===== config.mk =====
export PLATFORM = sky130hd
export DESIGN_NAME = ahi_top
export DESIGN_NICKNAME = d
export VERILOG_FILES = /design/src/hw/ahi_pkg.sv /design/src/hw/ahi_conv_if.sv /design/src/hw/ahi_top.sv /design/src/hw/ahi_sar.sv
export VERILOG_INCLUDE_DIRS = /design/src /design/src/hw
export SDC_FILE = /design/constraint.sdc
export NUM_CORES = 1
export LEC_CHECK = 0
export BUFFER_PORTS_ARGS = -buffer_cell sky130_fd_sc_hd__buf_2
export CAP_MARGIN = 10
export CORE_MARGIN = 2
export CORE_UTILIZATION = 39
export DETAILED_ROUTE_END_ITERATION = 8
export GPL_TIMING_DRIVEN = 0
export SYNTH_ARGS = -nofsm -noshare
export SYNTH_HDL_FRONTEND = slang
export SYNTH_SLANG_ARGS = --single-unit

===== constraint.sdc =====
create_clock -name clk -period 2.8 [get_ports clk]
set_input_delay 0.28 -clock clk [delete_from_list [all_inputs] [get_ports clk]]
set_output_delay 0.28 -clock clk [all_outputs]
set_load 0.05 [all_outputs]

===== src/hw/ahi_regs.svh =====
`ifndef AHI_REGS_SVH
`define AHI_REGS_SVH

`define AHI_CFG_PD_HI       7
`define AHI_CFG_PD_LO       6
`define AHI_CFG_ACQ_EXT     5
`define AHI_CFG_RESET       8'h80

`define AHI_CLK_PERIOD_NS   8
`define AHI_INT_CLK_NS      208
`define AHI_INT_DIV         (`AHI_INT_CLK_NS / `AHI_CLK_PERIOD_NS)
`define AHI_ACQ_TICKS       6

`define AHI_PIN_CS          0
`define AHI_PIN_RD          1
`define AHI_PIN_WR          2
`define AHI_PIN_CLK         3
`define AHI_PIN_CMP         4
`define AHI_PIN_DATA        5

`endif


===== src/hw/ahi_pkg.sv =====
package ahi_pkg;
   typedef enum logic [1:0] {
      AHI_IDLE = 2'b00,
      AHI_ACQ  = 2'b01,
      AHI_CONV = 2'b11
   } ahi_state_t;

   typedef enum logic [1:0] {
      AHI_PWR_FULL_DOWN = 2'b00,
      AHI_PWR_STANDBY   = 2'b01,
      AHI_PWR_NORM_INT  = 2'b10,
      AHI_PWR_NORM_EXT  = 2'b11
   } ahi_pwr_t;
endpackage : ahi_pkg


===== src/hw/ahi_conv_if.sv =====
`timescale 1ns/1ns
interface ahi_conv_if #(parameter int W = 12);
   logic         start;
   logic         tick;
   logic         cmp;
   logic         done;
   logic [W-1:0] result;
   logic [W-1:0] dac;

   modport ctl (output start, output tick, output cmp, input done, input result, input dac);
   modport eng (input start, input tick, input cmp, output done, output result, output dac);
endinterface : ahi_conv_if


===== src/hw/ahi_top.sv =====
`timescale 1ns/1ns
`include "ahi_regs.svh"
module ahi_top #(
   parameter int W        = 12,
   parameter int CFG_W    = 8,
   parameter int INT_DIV  = `AHI_INT_DIV,
   parameter int ACQ_TICK = `AHI_ACQ_TICKS
) (
   input  wire logic             clk,
   input  wire logic             srst,
   input  wire logic             cs_n,
   input  wire logic             rd_n,
   input  wire logic             wr_n,
   input  wire logic             conv_clk_pin,
   input  wire logic             cmp_in,
   input  wire logic [CFG_W-1:0] parallel_data_lines_in,
   output logic      [W-1:0]     parallel_data_lines_out,
   output logic      [W-1:0]     parallel_data_lines_oe,
   output logic                  done_n,
   output logic                  track_en,
   output logic      [W-1:0]     dac_code,
   output ahi_pkg::ahi_pwr_t     power_clock_mode_field
);
   import ahi_pkg::*;

   localparam int NP = `AHI_PIN_DATA + CFG_W;

   if (W != 12 || CFG_W != 8) begin : g_chk_bus
      $error("ahi_top: bus widths fixed at 12 and 8");
   end
   // Comparator feedback needs five cycles through the pin synchroniser
   if (INT_DIV < 5 || ACQ_TICK < 1) begin : g_chk_cnt
      $error("ahi_top: pacing too fast or acquisition count zero");
   end

   ahi_conv_if #(.W(W)) cv ();
   ahi_sar #(.W(W)) u_sar (.clk(clk), .srst(srst), .cv(cv));

   // Pin synchroniser, a change counts once stages two and three agree
   logic [NP-1:0] s1_ff, s2_ff, s3_ff, flt_ff, nxt_flt;
   logic [3:0]    prev_ff;
   logic [NP-1:0] pins;
   assign pins = {parallel_data_lines_in, cmp_in, conv_clk_pin, wr_n, rd_n, cs_n};

   for (genvar i = 0; i < NP; i++) begin : g_flt
      assign nxt_flt[i] = (s2_ff[i] == s3_ff[i]) ? s3_ff[i] : flt_ff[i];
   end

   always_ff @(posedge clk) begin
      if (srst) begin
         s1_ff   <= '1;
         s2_ff   <= '1;
         s3_ff   <= '1;
         flt_ff  <= '1;
         prev_ff <= 4'hF;
      end else begin
         s1_ff   <= pins;
         s2_ff   <= s1_ff;
         s3_ff   <= s2_ff;
         flt_ff  <= nxt_flt;
         prev_ff <= flt_ff[3:0];
      end
   end

   logic             cs_lo, rd_lo, rd_fall, wr_rise, ext_fall;
   logic [CFG_W-1:0] bus_byte;
   assign cs_lo    = !flt_ff[`AHI_PIN_CS];
   assign rd_lo    = !flt_ff[`AHI_PIN_RD];
   assign rd_fall  = cs_lo && rd_lo && prev_ff[`AHI_PIN_RD];
   assign wr_rise  = cs_lo && flt_ff[`AHI_PIN_WR] && !prev_ff[`AHI_PIN_WR];
   assign ext_fall = !flt_ff[`AHI_PIN_CLK] && prev_ff[`AHI_PIN_CLK];
   assign bus_byte = flt_ff[NP-1:`AHI_PIN_DATA];

   // Control state
   ahi_state_t                      st_ff,   nxt_st;
   logic [CFG_W-1:0]                cfg_ff,  nxt_cfg;
   ahi_pwr_t                        pwr_ff,  nxt_pwr;
   logic                            ext_clk_ff, nxt_ext_clk;
   logic [$clog2(INT_DIV+1)-1:0]    div_ff,  nxt_div;
   logic [$clog2(ACQ_TICK+1)-1:0]   acq_ff,  nxt_acq;
   logic                            tick_ff, nxt_tick;
   logic                            start_ff, nxt_start;
   logic                            trk_ff,  nxt_trk;
   logic                            done_n_ff, nxt_done_n;
   logic [W-1:0]                    dout_ff, nxt_dout;
   logic [W-1:0]                    oe_ff,   nxt_oe;
   logic                            acq_ext;

   assign acq_ext = cfg_ff[`AHI_CFG_ACQ_EXT];
   always_comb begin
      nxt_st      = st_ff;
      nxt_cfg     = cfg_ff;
      nxt_pwr     = pwr_ff;
      nxt_ext_clk = ext_clk_ff;
      nxt_acq     = acq_ff;
      nxt_start   = 1'b0;
      nxt_div     = (div_ff == ($bits(div_ff))'(INT_DIV - 1)) ? '0 : div_ff + 1'b1;
      // Internal pacing runs free but restarts at start; external pacing uses the pin's falling edge
      nxt_tick    = ext_clk_ff ? ext_fall : (div_ff == ($bits(div_ff))'(INT_DIV - 1));
      unique case (st_ff)
         AHI_IDLE: begin
            if (wr_rise) begin
               nxt_cfg = bus_byte;
               nxt_pwr = ahi_pwr_t'(bus_byte[`AHI_CFG_PD_HI:`AHI_CFG_PD_LO]);
               if (bus_byte[`AHI_CFG_PD_HI]) begin
                  nxt_ext_clk = bus_byte[`AHI_CFG_PD_LO];
                  nxt_st      = AHI_ACQ;
                  nxt_acq     = '0;
               end
            end
         end
         AHI_ACQ: begin
            if (acq_ext) begin
               if (wr_rise) begin
                  nxt_st    = AHI_CONV;
                  nxt_start = 1'b1;
               end
            end else if (tick_ff) begin
               nxt_acq = acq_ff + 1'b1;
               if (acq_ff == ($bits(acq_ff))'(ACQ_TICK - 1)) begin
                  nxt_st    = AHI_CONV;
                  nxt_start = 1'b1;
               end
            end
         end
         AHI_CONV: begin
            if (cv.done) nxt_st = AHI_IDLE;
         end
         default: nxt_st = AHI_IDLE;
      endcase
      // Restart internal pacing at start, else the first decision may see a stale comparator
      if (nxt_start) nxt_div = '0;
      nxt_trk = (nxt_st == AHI_ACQ);
      // Done set wins over a read that clears it in the same cycle
      nxt_done_n = done_n_ff;
      if (rd_fall) nxt_done_n = 1'b1;
      if (cv.done) nxt_done_n = 1'b0;
      // Drive only with select and read both low; all twelve lines
      nxt_oe   = (cs_lo && rd_lo) ? '1 : '0;
      nxt_dout = (cs_lo && rd_lo) ? cv.result : '0;
   end

   always_ff @(posedge clk) begin
      if (srst) begin
         st_ff      <= AHI_IDLE;
         cfg_ff     <= `AHI_CFG_RESET;
         pwr_ff     <= AHI_PWR_NORM_INT;
         ext_clk_ff <= 1'b0;
         div_ff     <= '0;
         acq_ff     <= '0;
         tick_ff    <= 1'b0;
         start_ff   <= 1'b0;
         trk_ff     <= 1'b0;
         done_n_ff  <= 1'b1;
         dout_ff    <= '0;
         oe_ff      <= '0;
      end else begin
         st_ff      <= nxt_st;
         cfg_ff     <= nxt_cfg;
         pwr_ff     <= nxt_pwr;
         ext_clk_ff <= nxt_ext_clk;
         div_ff     <= nxt_div;
         acq_ff     <= nxt_acq;
         tick_ff    <= nxt_tick;
         start_ff   <= nxt_start;
         trk_ff     <= nxt_trk;
         done_n_ff  <= nxt_done_n;
         dout_ff    <= nxt_dout;
         oe_ff      <= nxt_oe;
      end
   end

   assign cv.start = start_ff;
   assign cv.tick  = tick_ff && (st_ff == AHI_CONV);
   assign cv.cmp   = flt_ff[`AHI_PIN_CMP];

   assign parallel_data_lines_out = dout_ff;
   assign parallel_data_lines_oe  = oe_ff;
   assign done_n                  = done_n_ff;
   assign track_en                = trk_ff;
   assign dac_code                = cv.dac;
   assign power_clock_mode_field  = pwr_ff;
endmodule : ahi_top


===== src/hw/ahi_sar.sv =====
`timescale 1ns/1ns
module ahi_sar #(
   parameter int W = 12
) (
   input  wire logic clk,
   input  wire logic srst,
   ahi_conv_if.eng   cv
);
   import ahi_pkg::*;

   logic [W-1:0]         code_ff,   nxt_code;
   logic [W-1:0]         result_ff, nxt_result;
   logic [$clog2(W)-1:0] idx_ff,    nxt_idx;
   logic                 busy_ff,   nxt_busy;
   logic                 done_ff,   nxt_done;

   if (W < 2) begin : g_chk_w
      $error("ahi_sar: width too small");
   end

   // One decision per conversion tick, top bit first
   always_comb begin
      nxt_code   = code_ff;
      nxt_result = result_ff;
      nxt_idx    = idx_ff;
      nxt_busy   = busy_ff;
      nxt_done   = 1'b0;
      if (cv.start) begin
         nxt_code = '0;
         nxt_code[W-1] = 1'b1;
         nxt_idx  = $clog2(W)'(W-1);
         nxt_busy = 1'b1;
      end else if (busy_ff && cv.tick) begin
         if (!cv.cmp) nxt_code[idx_ff] = 1'b0;
         if (idx_ff == '0) begin
            nxt_busy   = 1'b0;
            nxt_done   = 1'b1;
            nxt_result = cv.cmp ? code_ff : (code_ff & ~(W'(1) << idx_ff));
         end else begin
            nxt_idx = idx_ff - 1'b1;
            nxt_code[idx_ff - 1'b1] = 1'b1;
         end
      end
   end

   always_ff @(posedge clk) begin
      if (srst) begin
         code_ff   <= '0;
         result_ff <= '0;
         idx_ff    <= '0;
         busy_ff   <= 1'b0;
         done_ff   <= 1'b0;
      end else begin
         code_ff   <= nxt_code;
         result_ff <= nxt_result;
         idx_ff    <= nxt_idx;
         busy_ff   <= nxt_busy;
         done_ff   <= nxt_done;
      end
   end

   assign cv.done   = done_ff;
   assign cv.result = result_ff;
   assign cv.dac    = code_ff;
endmodule : ahi_sar


After elaboration in Yosys (flattened, before gate mapping). Index checks and enable logic that the tools add are counted.

Register bits after elaboration: 133. Input port bits: 15. Word-level logic and storage cells: 146.

$add $sub $neg: 3. $lt $le $gt $ge: 4. Bitwise logic cells: 9. Reduce and logical (&&, ||, !) cells: 30. Shift-type cells: 1. Muxes and demuxes: 40. Eq/ne operators: 23.

Operator list (number): $mux W12 (8); $and A12 B12 Y12 (2); $not A12 Y12 (2); $mux W1 (14); $mux W2 (7); $eq A1 B1 Y1 (13); $mux W3 (4); $mux W4 (3); $or A12 B12 Y12 (1); $shl A1 B4 Y12 const A (1); $lt A4 B5 Y1 const B (2); $ne A2 B2 Y1 const B (5); $logic_and A1 B1 Y1 (9); $demux W1 S4 (2); $ge A4 B1 Y1 const B (2); $reduce_and A2 Y1 (4); $reduce_bool A2 Y1 (4); $pmux W2 S3 (1); $pmux W3 S2 (1); $reduce_and A3 Y1 (2); $reduce_or A3 Y1 (2); $add A5 B1 Y5 const B (1); $eq A5 B5 Y1 const B (1); $reduce_and A5 Y1 (1); 10 further kinds (18).

Logic depth before layout (Yosys ltp).
Depth after elaboration: 13. Mapped depth: 9. Gate-level depth less buffers: 6.

By module. A second synthesis with hierarchy kept.

Cells, all modules: 369. Area, all modules: 3627.2 um^2.

Modules (own cells, without submodules): ahi_top (area an instance 2270.9 um^2, instances 1, seq. area each 1321.3 um^2, cells an instance 212); ahi_sar (area an instance 1356.3 um^2, instances 1, seq. area each 600.6 um^2, cells an instance 157).

Least setup slack after synthesis. No wires, ideal clock.

Path kind: flip-flop to flip-flop. Start: reg u_sar.idx_ff[1]. End: reg u_sar.code_ff[11] (netlist: u_sar.cv.dac[11]). Library setup time: 91 ps. Cell stages (with the launch flop): 10. Period minus slack after synthesis: 2057 ps. Arrival: 1966 ps. Buffers on the path: 3. Path slack: 743 ps. Cells stage by stage: dfxtp_1 > buf_2 > or2_1 > clkbuf_1 > inv_1 > ha_1 > clkbuf_1 > nand2_1 > or3_1 > a311oi_1.

Word-level cells in the longest chain between the ends: 13. Elaborated cells on any way between the ends: 21. Those cells by class: add/sub: 1; order compare: 4; mux: 10; bitwise: 3; reduce/logical: 3.

Ends and longest elaborated chain: start, declared (line ahi_sar.sv:13) `logic [$clog2(W)-1:0] idx_ff, nxt_idx;`; start signal, assigned (line ahi_sar.sv:56) `idx_ff <= nxt_idx;`; $lt A4 B5 Y1 (implied by the code) or $ge A4 B1 Y1 (tied branches) (line ahi_sar.sv:34) `if (!cv.cmp) nxt_code[idx_ff] = 1'b0;`; $logic_and A1 B1 Y1 (implied by the code) (line ahi_sar.sv:34); $mux W1 (implied by the code) (line ahi_sar.sv:34); $demux W1 S4; $not A12 Y12 (no source line); $and A12 B12 Y12 (no source line); $mux W12 (line ahi_sar.sv:34); $mux W12 (line ahi_sar.sv:33) `end else if (busy_ff && cv.tick) begin`; $mux W12 (line ahi_sar.sv:28) `if (cv.start) begin`; $or A12 B12 Y12 (no source line); $mux W12 (*) (line ahi_sar.sv:35) `if (idx_ff == '0) begin`; $mux W12 (*) (line ahi_sar.sv:33); $mux W12 (*) (line ahi_sar.sv:28); end signal, assigned (line ahi_sar.sv:54) `code_ff <= nxt_code;`; end, declared (line ahi_sar.sv:11) `logic [W-1:0] code_ff, nxt_code;`.

Every way passes the cells marked *; elsewhere a longest branch is shown, timed or not. The select of a mux whose other input is x is not followed. A chain may end at the register's enable or synchronous reset.

Worst setup path in the final report. Same ends and word-level chain as after synthesis.

==> reports/summary.txt <==
Setup WS pre-CTS: 0.339 ns
Seq pwr share: 59.7%
CTS hold repair buffers: 0
Logic pwr share: 2.3%
Yosys top cell area share: 52.1%
CTS max path bufs: 2
Clk network pwr share: 38.0%
P_leak: 1.71 nW
Post-cts sizing count: 0
Post-layout min period: 2.52 ns
First-pass GRT wire length: 13.2 mm
Worst setup EP type: register
Synth area leader: dfxtp_1
Final Hold Fails: 0
Area delta synth->final: 15.6%
Die area: 0.0103 mm^2
Layout Nets: 455
FP Rows: 35
Worst skew pair latency: 0.37 ns
GR Util All Layers: 16.5%
RSZ-0062 raised after global routing: false
Grt met1 use: 22.4%
Ys Warns: 0
Critical path peak fanout: 9
GR Layer Usage met3: 3.66%
Fin Setup TNS: 0 ns
Final setup viols: 0
GPL Wtd Cong: 0.915
Required @ worst endpoint: 3.08 ns
Worst hold margin: 0.0843 ns
Crit Path Category: register to register
Switching Share: 24.8%
Placed cell count: 534
Max-Slew Margin vs Limit: 61.2%
Sw Pwr: 0.577 mW
PwrDens: 547 mW/mm^2
Die span in x: 101 um
Clock sink count: 96
Largest net degree at the start of global routing: 20
CTS root buf: clkbuf_8
Synth Register Bits: 96
Non-Filler Instances: 550
Gr ovfl total: 0
Count of final max-slew check failures: 0
CTS tree: built
Net Count, Synth: 396
HP Class: input pin to register
DRT iter0 DRCs: 197
Starting Density: 40.1%
# IOs: 55
Post-synth EDFFs: 0
Finished Cell Area: 0.00426 mm^2
WL/cell: 14.5 um
DIE HEIGHT: 101 um
Setup crit start kind: register
Core area: 0.00920 mm^2
Util after Layout: 46.4%
Number of standard cells after synthesis: 375
Internal Power: 1.75 mW
Share of layout cells above drive strength 1: 28.0%
Final worst slack: 0.279 ns
Synth cell types: 55
Setup Skew: 0.00733 ns
Final WL: 7.97 mm
Mapped cell area: 0.00369 mm^2
H-Tree Depth: 3
Vias: 2857
Syn avg cell area: 9.84 um^2
Reg clk slew, reported paths: 0.10 ns
GR peak layer: met2
Grt met2 use: 25.9%
Port bufs: 48
Max capacitance violation total: 0
Vias in the first global route: 2669
Hpwl dp: 5.58 mm
Diode count: 0
Total power: 2.33 mW
Seq/Total Area, Yosys: 52.1%
FMAX: 0.397 GHz
Worst Path Arrival: 2.80 ns
Most frequent cells after synthesis: dfxtp_1 (96), or2_2 (30), o21ai_0 (22)
Synth area leaders: dfxtp_1 (52%), or2_2 (5.1%), o21ai_0 (3.0%)
Area of placed instances: 0.00407 mm^2
Worst-Margin Slew: 0.581 ns
Most frequent cell after synthesis: dfxtp_1
1st-pass router iterations: 5
Synth async-reset ratio: 0%
Postcts setup bufs: 0
Antenna-violating nets left: 0
Period utilisation layout: 90.0%
Initial antenna violation count: 0
Worst vdd ir: 0.276 mV
CTS buffer count: 9
Status: completed
Avg Vias per Cell: 5.19
Drt drc: 0
Post-synth top flop: dfxtp_1
-- placed cells by master, fill, tap and decap left out, drive strengths merged, types with 7 or more instances in the layout --
cell / instances
a21oi: 18
and2: 11
buf: 66
clkbuf: 27
dfxtp: 96
inv: 20
mux2i: 8
nand2: 16
nor2: 16
nor3: 10
o211ai: 7
o21ai: 22
or2: 31
or3: 7
-- power groups by stage --
stage	registers (mW)	clock network, mW	logic [mW]
2_1_floorplan	1.42	0	0.0357
3_3_place_gp	1.42	0	0.0536
3_5_place_dp	1.42	0	0.0549
4_1_cts	1.39	0.909	0.0551
5_1_grt	1.39	0.970	0.0608
6_report	1.39	0.885	0.0539
-- routing by layer --
metal,wire [um],vias up
met3,466,13
met1,3760,1335
met2,3600,78
met5,0,-
li1,-,1431
met4,133,0
-- state kept, by name, indices dropped and copies added, names as in the netlist, 2 cells and up --
register / count
parallel_data_lines_out: 12
u_sar.cv.dac: 12
u_sar.cv.result: 12
flt_ff: 8
s1_ff: 8
s2_ff: 8
s3_ff: 8
div_ff: 5
u_sar.idx_ff: 4
acq_ff: 3
prev_ff: 3
power_clock_mode_field: 2
st_ff: 2
-- critical path, cell delays in order (launching register included) --
cell	delay [ns]
dfxtp_1	0.32
buf_2	0.22
or2_1	0.13
clkbuf_1	0.28
inv_1	0.17
ha_1	0.30
clkbuf_1	0.28
nand2_1	0.16
or3_1	0.34
a311oi_1	0.24
-- cells by family after synthesis --
kind of cell / Yosys count / synth area share [%]
adders and majority gates: 6 / 2.04
DFF: 96 / 52.1
xor gates and xnor gates: 3 / 0.712
AOI/OAI and AO/OA: 87 / 16.3
buffers and inverters: 52 / 6.85
muxes: 8 / 2.17
and+or+nand+nor: 123 / 19.8
-- final timing paths --
kind | from | to | slack [ns] | cells past startpoint
min reg2reg | s1_ff[1] | s2_ff[1] | 0.42 | 1
max | u_sar.idx_ff[1] | u_sar.cv.dac[11] | 0.28 | 9
min | parallel_data_lines_in[5] | s1_ff[10] | 0.08 | 2
max reg2reg | u_sar.idx_ff[1] | u_sar.cv.dac[11] | 0.28 | 9
-- cell type report --
cell class / count / area (um^2)
clock inverter: 7 / 71.3
clock buffer: 9 / 124
fill: 913 / 4930
timing repair buffer: 48 / 240
buffer: 36 / 193
tap: 111 / 139
inverter: 16 / 60.1
sequential: 96 / 1920
multi-input combinational: 227 / 1510
No activity file was read; power rests on OpenSTA's default activity.
